==> src/rtl/mmfc_pkg.sv <==
// Package: offsets, field positions, reset values and types of the monitor/switch control bank
`default_nettype none
package mmfc_pkg;
  // Register address width of the internal register port
  localparam int ADDR_W = 8;
  // Register data width
  localparam int DATA_W = 8;
  // Offset of analog_monitor_select
  localparam logic [7:0] ADDR_MON_SEL = 8'h03;
  // Offset of switch_sleep_control
  localparam logic [7:0] ADDR_SW_CTL = 8'h04;
  // analog_monitor_select field positions
  localparam int BIT_USER_FLAG_HIGH = 7;
  localparam int BIT_USER_FLAG_LOW = 6;
  localparam int MON_SEL_LSB = 0;
  localparam int MON_SEL_W = 4;
  // switch_sleep_control field positions
  localparam int BIT_FORCE_SLEEP = 7;
  localparam int BIT_LOAD_MON_EN = 6;
  localparam int BIT_CHG_SW_EN = 1;
  localparam int BIT_DIS_SW_EN = 0;
  // Number of cell voltages the monitor can route
  localparam int NUM_CELLS = 7;
  // Monitor selector codes
  localparam logic [3:0] MON_CODE_OFF = 4'h0;
  localparam logic [3:0] MON_CODE_CELL_LAST = 4'h7;
  localparam logic [3:0] MON_CODE_EXT_TEMP = 4'h8;
  localparam logic [3:0] MON_CODE_INT_TEMP = 4'h9;
  // Reset values
  localparam logic RST_USER_FLAG = 1'b0;
  localparam logic [3:0] RST_MON_SEL = 4'h0;
  localparam logic RST_LOAD_MON_EN = 1'b0;
  localparam logic RST_SW_EN = 1'b0;
  localparam logic [7:0] RST_RDATA = 8'h00;

  // Power state of the device
  typedef enum logic [0:0]
  {
    PWR_ACTIVE = 1'b0,
    PWR_SLEEP = 1'b1
  } mmfc_pwr_e;

  // Whole state of the register bank
  typedef struct packed
  {
    logic user_flag_high;
    logic user_flag_low;
    logic [3:0] monitor_select_field;
    mmfc_pwr_e pwr;
    logic load_monitor_enable;
    logic charge_switch_enable;
    logic discharge_switch_enable;
    logic cell_balance_clear;
    logic [NUM_CELLS-1:0] cell_route;
    logic ext_temp_route;
    logic int_temp_route;
    logic monitor_low_power;
    logic [7:0] rdata;
    logic rvalid;
  } mmfc_state_s;
endpackage : mmfc_pkg
`default_nettype wire

==> src/rtl/mmfc_trip_if.sv <==
// Interface: overcurrent events and auto-response qualifiers between bank and trip logic
`default_nettype none
interface mmfc_trip_if;
  // Raw overcurrent and short-circuit events
  logic charge_oc;
  logic discharge_oc;
  logic short_circuit;
  // Auto-response disable bits
  logic charge_oc_auto_disable;
  logic discharge_oc_auto_disable;
  logic short_circuit_auto_disable;
  // Qualified clear requests
  logic trip_charge;
  logic trip_discharge;

  // Bank side: drives events, reads trips
  modport bank
  (
    output charge_oc, discharge_oc, short_circuit,
    output charge_oc_auto_disable, discharge_oc_auto_disable, short_circuit_auto_disable,
    input trip_charge, trip_discharge
  );
  // Trip side: reads events, drives trips
  modport trip
  (
    input charge_oc, discharge_oc, short_circuit,
    input charge_oc_auto_disable, discharge_oc_auto_disable, short_circuit_auto_disable,
    output trip_charge, trip_discharge
  );
endinterface : mmfc_trip_if
`default_nettype wire

==> src/rtl/mmfc_trip.sv <==
// Module: qualifies overcurrent events with their auto-response disable bits
`default_nettype none
module mmfc_trip
(
  mmfc_trip_if.trip tif
);
  //////////////////////////////////////////////////////////////////////////////
  // Charge side clears only while auto-response is enabled
  always_comb
  begin
    tif.trip_charge = tif.charge_oc && !tif.charge_oc_auto_disable;
  end

  //////////////////////////////////////////////////////////////////////////////
  // Discharge side: either enabled source turns the switch off
  always_comb
  begin
    tif.trip_discharge = (tif.discharge_oc && !tif.discharge_oc_auto_disable)
      || (tif.short_circuit && !tif.short_circuit_auto_disable);
  end
endmodule : mmfc_trip
`default_nettype wire

==> src/rtl/mmfc_regs.sv <==
// Module: analog monitor selector and switch/sleep control register bank
//
// Functional notes
// - Bits 7,6 user flags, retained, no effect
// - Low nibble selects monitor source
// - Reserved bits have no function
// - Bit 7 one forces sleep
// - Sleep clears switches and balance, not selector
// - Sleep bit clears itself on wake
// - Bit 6 controls load monitor circuit
// - Bit 1 drives charge switch
// - Charge overcurrent clears charge enable unless disabled
// - Bit 0 drives discharge switch
// - Discharge overcurrent/short clear discharge enable unless disabled
// - Contents kept through sleep
// - Disabled auto-response keeps switches on
`default_nettype none
module mmfc_regs
(
  input wire logic clk_sys,
  input wire logic rst,
  // Internal register port behind the serial interface
  input wire logic [mmfc_pkg::ADDR_W-1:0] reg_addr,
  input wire logic [mmfc_pkg::DATA_W-1:0] reg_wdata,
  input wire logic reg_wr,
  input wire logic reg_rd,
  output logic [mmfc_pkg::DATA_W-1:0] reg_rdata,
  output logic reg_rvalid,
  // Protection events from the analog comparators
  input wire logic charge_oc_evt,
  input wire logic discharge_oc_evt,
  input wire logic short_circuit_evt,
  // Auto-response disable bits from the configuration registers
  input wire logic charge_oc_auto_disable,
  input wire logic discharge_oc_auto_disable,
  input wire logic short_circuit_auto_disable,
  // Wake-up event from the wake circuit
  input wire logic wake_evt,
  // User flags
  output logic user_flag_high,
  output logic user_flag_low,
  // Monitor selector and decoded routes
  output logic [3:0] monitor_select_field,
  output logic [mmfc_pkg::NUM_CELLS-1:0] cell_route,
  output logic ext_temp_route,
  output logic int_temp_route,
  output logic monitor_low_power,
  // Switch and sleep controls
  output logic load_monitor_enable,
  output logic charge_switch_enable,
  output logic discharge_switch_enable,
  output logic cell_balance_clear,
  output logic sleep_active,
  output logic regulator_off
);
  import mmfc_pkg::*;

  //////////////////////////////////////////////////////////////////////////////
  // Declarations

  // Registered state of the whole bank
  mmfc_state_s st_ff;
  // Next state
  mmfc_state_s nxt_st;
  // Trip carrier to the qualifier
  mmfc_trip_if tif ();
  // Decoded write strobes
  logic wr_mon;
  logic wr_sw;
  // Decoded read strobes
  logic rd_mon;
  logic rd_sw;
  // Monitor code to be decoded
  logic [3:0] dec_code;
  // Per-cell route decode
  logic [NUM_CELLS-1:0] dec_cell;

  //////////////////////////////////////////////////////////////////////////////
  // Trip qualifier

  // Events are levels sampled every cycle; the disable bits gate them
  // Feed events and disable bits into the carrier
  always_comb
  begin
    tif.charge_oc = charge_oc_evt;
    tif.discharge_oc = discharge_oc_evt;
    tif.short_circuit = short_circuit_evt;
    tif.charge_oc_auto_disable = charge_oc_auto_disable;
    tif.discharge_oc_auto_disable = discharge_oc_auto_disable;
    tif.short_circuit_auto_disable = short_circuit_auto_disable;
  end

  // Event qualifier instance
  mmfc_trip u_trip
  (
    .tif(tif.trip)
  );

  //////////////////////////////////////////////////////////////////////////////
  // Address decode

  // Write and read strobes per register
  // Unmapped addresses raise no strobe, so writes there are dropped
  always_comb
  begin
    wr_mon = reg_wr && (reg_addr == ADDR_MON_SEL);
    wr_sw = reg_wr && (reg_addr == ADDR_SW_CTL);
    rd_mon = reg_rd && (reg_addr == ADDR_MON_SEL);
    rd_sw = reg_rd && (reg_addr == ADDR_SW_CTL);
  end

  //////////////////////////////////////////////////////////////////////////////
  // Monitor route decode

  // Decoding the incoming code keeps the routes in step with the selector flop
  // Selector value after this cycle's write
  always_comb
  begin
    if (wr_mon)
    begin
      // Freshly written code
      dec_code = reg_wdata[MON_SEL_LSB +: MON_SEL_W];
    end
    else
    begin
      // Held code
      dec_code = st_ff.monitor_select_field;
    end
  end

  // One route per cell, code n selects cell n
  genvar gi;
  generate
    for (gi = 0; gi < NUM_CELLS; gi++)
    begin : g_cell
      always_comb
      begin
        dec_cell[gi] = (dec_code == 4'(gi + 1));
      end
    end
  endgenerate

  //////////////////////////////////////////////////////////////////////////////
  // Next-state logic
  // Priority, lowest first: held state, software write, overcurrent clear,
  // then the power state machine, which holds the switches off while asleep.
  // Reads sample the registered bits, so a read sharing a cycle with a write
  // returns the old value.

  always_comb
  begin
    nxt_st = st_ff;
    nxt_st.cell_balance_clear = 1'b0;
    nxt_st.rvalid = 1'b0;

    // Analog monitor select write; bits 5:4 are dropped
    if (wr_mon)
    begin
      nxt_st.user_flag_high = reg_wdata[BIT_USER_FLAG_HIGH];
      nxt_st.user_flag_low = reg_wdata[BIT_USER_FLAG_LOW];
      nxt_st.monitor_select_field = reg_wdata[MON_SEL_LSB +: MON_SEL_W];
    end

    // Switch/sleep control write; bits 5:2 are dropped
    if (wr_sw)
    begin
      nxt_st.load_monitor_enable = reg_wdata[BIT_LOAD_MON_EN];
      nxt_st.charge_switch_enable = reg_wdata[BIT_CHG_SW_EN];
      nxt_st.discharge_switch_enable = reg_wdata[BIT_DIS_SW_EN];
      if (reg_wdata[BIT_FORCE_SLEEP])
      begin
        // Enter sleep; selector and flags stay as they are
        nxt_st.pwr = PWR_SLEEP;
      end
    end

    // Overcurrent auto-response beats a write in the same cycle
    // An event held high keeps the enable low however often it is rewritten
    if (tif.trip_charge)
    begin
      nxt_st.charge_switch_enable = 1'b0;
    end
    if (tif.trip_discharge)
    begin
      nxt_st.discharge_switch_enable = 1'b0;
    end

    // Power state machine
    case (st_ff.pwr)
      PWR_ACTIVE:
      begin
        if (nxt_st.pwr == PWR_SLEEP)
        begin
          // Entry: switches off, balance cleared, selector untouched
          nxt_st.charge_switch_enable = 1'b0;
          nxt_st.discharge_switch_enable = 1'b0;
          nxt_st.cell_balance_clear = 1'b1;
        end
      end
      PWR_SLEEP:
      begin
        // Switches stay off throughout sleep
        nxt_st.charge_switch_enable = 1'b0;
        nxt_st.discharge_switch_enable = 1'b0;
        if (wake_evt)
        begin
          // Sleep bit returns to zero on wake
          nxt_st.pwr = PWR_ACTIVE;
        end
        else
        begin
          nxt_st.pwr = PWR_SLEEP;
        end
      end
      default:
      begin
        nxt_st.pwr = PWR_ACTIVE;
      end
    endcase

    // Monitor routes follow the selector; unlisted codes give nothing
    // Codes ten to fifteen match no route and do not ask for low power
    nxt_st.cell_route = dec_cell;
    nxt_st.ext_temp_route = (dec_code == MON_CODE_EXT_TEMP);
    nxt_st.int_temp_route = (dec_code == MON_CODE_INT_TEMP);
    nxt_st.monitor_low_power = (dec_code == MON_CODE_OFF);

    // Read data shows the live bits, reserved bits zero
    if (rd_mon)
    begin
      nxt_st.rdata = {st_ff.user_flag_high, st_ff.user_flag_low, 2'b00,
                      st_ff.monitor_select_field};
      nxt_st.rvalid = 1'b1;
    end
    else if (rd_sw)
    begin
      nxt_st.rdata = {(st_ff.pwr == PWR_SLEEP), st_ff.load_monitor_enable, 4'h0,
                      st_ff.charge_switch_enable, st_ff.discharge_switch_enable};
      nxt_st.rvalid = 1'b1;
    end
    else if (reg_rd)
    begin
      // Unmapped address reads zero
      nxt_st.rdata = RST_RDATA;
      nxt_st.rvalid = 1'b1;
    end
  end

  //////////////////////////////////////////////////////////////////////////////
  // State register; reset is power-on only, sleep never resets it

  always_ff @(posedge clk_sys or posedge rst)
  begin
    if (rst)
    begin
      st_ff.user_flag_high <= RST_USER_FLAG;
      st_ff.user_flag_low <= RST_USER_FLAG;
      st_ff.monitor_select_field <= RST_MON_SEL;
      st_ff.pwr <= PWR_ACTIVE;
      st_ff.load_monitor_enable <= RST_LOAD_MON_EN;
      st_ff.charge_switch_enable <= RST_SW_EN;
      st_ff.discharge_switch_enable <= RST_SW_EN;
      st_ff.cell_balance_clear <= 1'b0;
      st_ff.cell_route <= '0;
      st_ff.ext_temp_route <= 1'b0;
      st_ff.int_temp_route <= 1'b0;
      st_ff.monitor_low_power <= (RST_MON_SEL == MON_CODE_OFF);
      st_ff.rdata <= RST_RDATA;
      st_ff.rvalid <= 1'b0;
    end
    else
    begin
      // Retained through sleep
      // Sleep is a power mode, not a reset, so the bank keeps its contents
      st_ff <= nxt_st;
    end
  end

  //////////////////////////////////////////////////////////////////////////////
  // Outputs, all straight from the state register

  always_comb
  begin
    reg_rdata = st_ff.rdata;
    reg_rvalid = st_ff.rvalid;
    user_flag_high = st_ff.user_flag_high;
    user_flag_low = st_ff.user_flag_low;
    monitor_select_field = st_ff.monitor_select_field;
    cell_route = st_ff.cell_route;
    ext_temp_route = st_ff.ext_temp_route;
    int_temp_route = st_ff.int_temp_route;
    monitor_low_power = st_ff.monitor_low_power;
    load_monitor_enable = st_ff.load_monitor_enable;
    charge_switch_enable = st_ff.charge_switch_enable;
    discharge_switch_enable = st_ff.discharge_switch_enable;
    cell_balance_clear = st_ff.cell_balance_clear;
    // Regulator and sleep flag share the one power-state flop
    sleep_active = (st_ff.pwr == PWR_SLEEP);
    regulator_off = (st_ff.pwr == PWR_SLEEP);
  end
endmodule : mmfc_regs
`default_nettype wire

==> config.mk <==
export PLATFORM = sky130hd
export DESIGN_NAME = mmfc_regs
export DESIGN_NICKNAME = d
export VERILOG_FILES = /design/src/rtl/mmfc_pkg.sv /design/src/rtl/mmfc_trip_if.sv /design/src/rtl/mmfc_trip.sv /design/src/rtl/mmfc_regs.sv
export SDC_FILE = /design/constraint.sdc
export NUM_CORES = 1
export LEC_CHECK = 0
export BUFFER_PORTS_ARGS = -buffer_cell sky130_fd_sc_hd__buf_2
export CORE_MARGIN = 2
export CORE_UTILIZATION = 40
export CTS_BUF_LIST = sky130_fd_sc_hd__clkbuf_4 sky130_fd_sc_hd__clkbuf_8 sky130_fd_sc_hd__clkbuf_16
export CTS_CLUSTER_SIZE = 25
export DETAILED_ROUTE_END_ITERATION = 7
export PLACE_DENSITY_LB_ADDON = 0.12
export SLEW_MARGIN = 20
export SYNTH_ARGS = -nofsm -noshare
export SYNTH_HDL_FRONTEND = slang
export SYNTH_SLANG_ARGS = --single-unit
==> constraint.sdc <==
create_clock -name clk_sys -period 1.4 [get_ports clk_sys]
set_input_delay 0.28 -clock clk_sys [delete_from_list [all_inputs] [get_ports clk_sys]]
set_output_delay 0.28 -clock clk_sys [all_outputs]
set_load 0.005 [all_outputs]
Word level (Yosys, flattened, before mapping)

Cells that the tools add are included.

Equal/unequal tests: 13
Mux-type cells: 13
Bitwise logic cells: 1
Reductions and logical operators: 13

Operators by type and width:

| operator           | number |
|---|---|
| $mux 9             | 3 |
| $eq 4x3->1 const B | 4 |
| $eq 4x2->1 const B | 2 |
| $eq 4x4->1 const B | 2 |
| $eq 8x2->1 const B | 1 |
| $eq 8x3->1 const B | 1 |
| $mux 4             | 2 |
| $ne 4x4->1 const B | 2 |
| $logic_and 1x1->1  | 7 |
| $mux 1             | 6 |
| $eq 4x1->1 const B | 1 |
| $logic_not 4->1    | 1 |
| $pmux 2 s2         | 1 |
| $logic_not 1->1    | 3 |
| $mux 3             | 1 |
| $reduce_bool 3->1  | 1 |
| $logic_or 1x1->1   | 1 |
| $not 1->1          | 1 |

Register bits: 30
Bits of input ports: 27
Output and inout bits: 31

Depth between registers and ports, before layout

Depth in word-level cells: 6
Gate-level depth with buffers: 5
Depth with buffers taken out: 3

Modules after synthesis

A second synthesis with hierarchy kept.

Cell total of the unflattened synthesis: 130
Area, all modules: 1433.9 µm²

By module, submodules not included:

| module    | instances | cells an instance | area an instance (µm²) | sequential area each (µm²) |
|---|---|---|---|---|
| mmfc_regs | 1         | 126               | 1407.6                 | 701.9 |
| mmfc_trip | 1         | 4                 | 26.3                   | 0.0 |

Worst setup path before layout

No wires, ideal clock.

Path kind: in2reg
From: in reg_addr[1] in the netlist's numbering
To: reg, netlist name load_monitor_enable
Arrival: 1.426 ns
Required time: 1.272 ns
Path slack: -0.153 ns
Stages: 3
Buffers on the path: 0
Cell sequence: or4b_2 nor3_2 mux2_1

Cells in the longest elaborated chain, start to end: 2

Ends and longest elaborated chain:

| item              | line             | source |
|---|---|---|
| start, declared   | mmfc_regs.sv:23  | `input wire logic [mmfc_pkg::ADDR_W-1:0] reg_addr,` |
| $eq 8x3->1        | mmfc_regs.sv:107 | `wr_sw = reg_wr && (reg_addr == ADDR_SW_CTL);` |
| $logic_and 1x1->1 | mmfc_regs.sv:107 |  |

No other way between the ends.
A chain may end at the register's enable or synchronous reset.

Worst setup path in the final report

From: reg, netlist name monitor_select_field[0]
To: out monitor_select_field[0]

RTL lines:

| item          | line            | source |
|---|---|---|
| end, declared | mmfc_regs.sv:43 | `output logic [3:0] monitor_select_field,` |

No word-level cell between the ends.

==> results_dict.tcl <==
set metrics [dict create \
    antenna_found_initial 0 \
    portBuffers 53 \
    max_freq_ghz 0.7870 \
    required_ps 1120 \
    grt_setup_unrepaired "no" \
    placed_cells 228 \
    final_cells 233 \
    worstPathCellList "buf_2" \
    numClockSinks 28 \
    core-area_um2 3416 \
    root_buffer "clkbuf_4" \
    initial_core_util_pct 42.38 \
    cts-buffers-inserted 3 \
    totalNegativeSetupSlack_ps 0 \
    worstHoldPathType "in2reg" \
    die_area_um2 4117 \
    cts_tree "done" \
    vias_per_cell 5.185 \
    swShare_pct 22.16 \
    grt_pass1_vias 1192 \
    synth-edff-count 0 \
    combPwrFrac_pct 11.9 \
    dp_slack_ps -199.3 \
    synth_top_area_cell "dfrtp_1" \
    syn_area_per_cell_um2 11.22 \
    ys_ff_latch 28 \
    slowest_stage "dfrtp_2" \
    top_register "cell_route" \
    syn2layout_area_growth_pct 29.56 \
    slew_violations 0 \
    insertion_delay_ps 320 \
    grt-ovfl-total 0 \
    drive_gt1_share_pct 50.27 \
    firstDrtPassIters 4 \
    crit_type "reg2out" \
    clock_skew_ps 11.78 \
    clockBufferDepth 2 \
    p_seq_share_pct 54.8 \
    antenna_left 0 \
    dp_hpwl_um 2396 \
    crit_buf_inv 1 \
    synth_top_area_share_pct 46.67 \
    post-cts-setup-buffers 0 \
    synth_common_cells "dfrtp_1, inv_1, mux2_4" \
    crit_family "flip-flops" \
    htreeDepth 1 \
    io_pins 58 \
    p_int_mw 1.218 \
    vdd_drop_max_v 0.0005149 \
    routabilityCongestion 0.8188 \
    row_count 21 \
    leakage_nw 0.9676 \
    period_share_pct 90.76 \
    yosysWarnings 0 \
    worst_slack_ps 129.3 \
    p_clk_share_pct 33.3 \
    vias 1208 \
    ys_seq_area_share_pct 48.49 \
    die_h_um 64.16 \
    cp-end-kind "primary output" \
    clk_pin_slew_ps 150 \
    grt_max_degree 29 \
    crit_fanout 10 \
    synth.distinct_cells 34 \
    hold_violations 0 \
    largest_reg_flops 7 \
    cp.arrival_ps 990 \
    p_switching_mw 0.3466 \
    drc_errors 0 \
    worst_setup_path_start_kind "register" \
    slowest_delay_ps 510 \
    grt_pass1_wl_um 5188 \
    die_x_um 64.16 \
    fin_crit_ps 1271 \
    status "finished clean" \
    num-nets-final 215 \
    syn-cell-area_um2 1448 \
    finalSetupViolations 0 \
    routedWlPerCell_um 13.45 \
    fillers 314 \
    total_power_mw 1.564 \
    drt-total-wl_um 3133 \
    synth_area_leaders "dfrtp_1, mux2_4, mux2_2" \
    syn_inst 129 \
    power_density_nw_per_um2 834.0 \
    grtUsageTotal_pct 15.82 \
    synth_flop_cell "dfrtp_1" \
    async_flop_share_pct 100.0 \
    drtIter0Drc 25 \
    yosysMostFrequentCell "dfrtp_1" \
    cap_violations 0 \
    n_antenna_cell 0 \
]
-- metal layers --
metal | wire (um) | GRT usage [%] | vias to the layer above
met5 | 0 | 0 | -
met4 | 31 | 4.787 | 0
met3 | 161 | 1.937 | 4
met2 | 1614 | 28.65 | 42
met1 | 1325 | 19.55 | 586
li1 | - | - | 576
-- cells in the final DEF (no fill, tap or decap), types with 3 or more instances in the layout --
master	instances
clkbuf_4	3
nand2_1	3
inv_1	11
nand2b_1	7
a22oi_1	4
dfrtp_1	23
buf_2	53
nand4_1	5
buf_4	9
nor3_1	9
mux2_2	6
o22ai_1	4
dfrtp_2	4
mux2_4	10
nor2_1	8
-- repair_timing --
item / in CTS / in global routing
hold endpoints to repair: 15 / 0
setup endpoints to repair: 0 / 4
resized for setup: 0 / 4
hold buffers: 1 / 0
-- path summary, 6_finish.rpt --
check	from	slack [ps]	end	cells past startpoint
max	monitor_select_field[0]	130	monitor_select_field[0]	1
min	wake_evt	110	regulator_off	2
max in group asynchronous	rst	570	monitor_low_power	4
max reg2reg	monitor_select_field[3]	270	cell_route[0]	3
min in group asynchronous	rst	530	cell_route[2]	4
min reg2reg	reg_rdata[3]	530	reg_rdata[3]	2
-- cell families after synthesis --
logic type,count (synthesis),synth area share (%)
other,1,0.2590
buffers and inverters,22,7.087
flip-flops,28,48.49
AND/OR/NAND/NOR,45,20.48
AO/OA/AOI/OAI,15,7.173
multiplexers,18,16.51
-- metrics by stage --
step	cell area (um2)	hold WS (ps)	utilization, %
global placement	1808	353.8	52.93
finish	1876	106.6	54.91
CTS	1871	96.93	54.76
floorplan	1459	344.7	-
global route	1876	99.92	54.91
detailed placement	1808	368.5	52.93
-- power groups by stage --
stage                     clock [mW]  sequential (mW)  combinational, mW
after detailed placement           0            0.871              0.187
after CTS                      0.538            0.856              0.190
after global routing           0.584            0.861              0.206
after floorplan                    0            0.860             0.0983
after global placement             0            0.869              0.182
final                          0.520            0.857              0.187
-- area by class of cell --
type	instances	area (um2)	area share [%]
Sequential cell	28	706.9	37.69
Multi-Input combinational cell	80	654.4	34.89
Timing Repair Buffer	64	362.8	19.35
Tap cell	46	57.56	3.069
Inverter	11	41.29	2.201
Clock inverter	1	30.03	1.601
Clock buffer	3	22.52	1.201
Note: power is estimated with default switching activity, not from simulation.
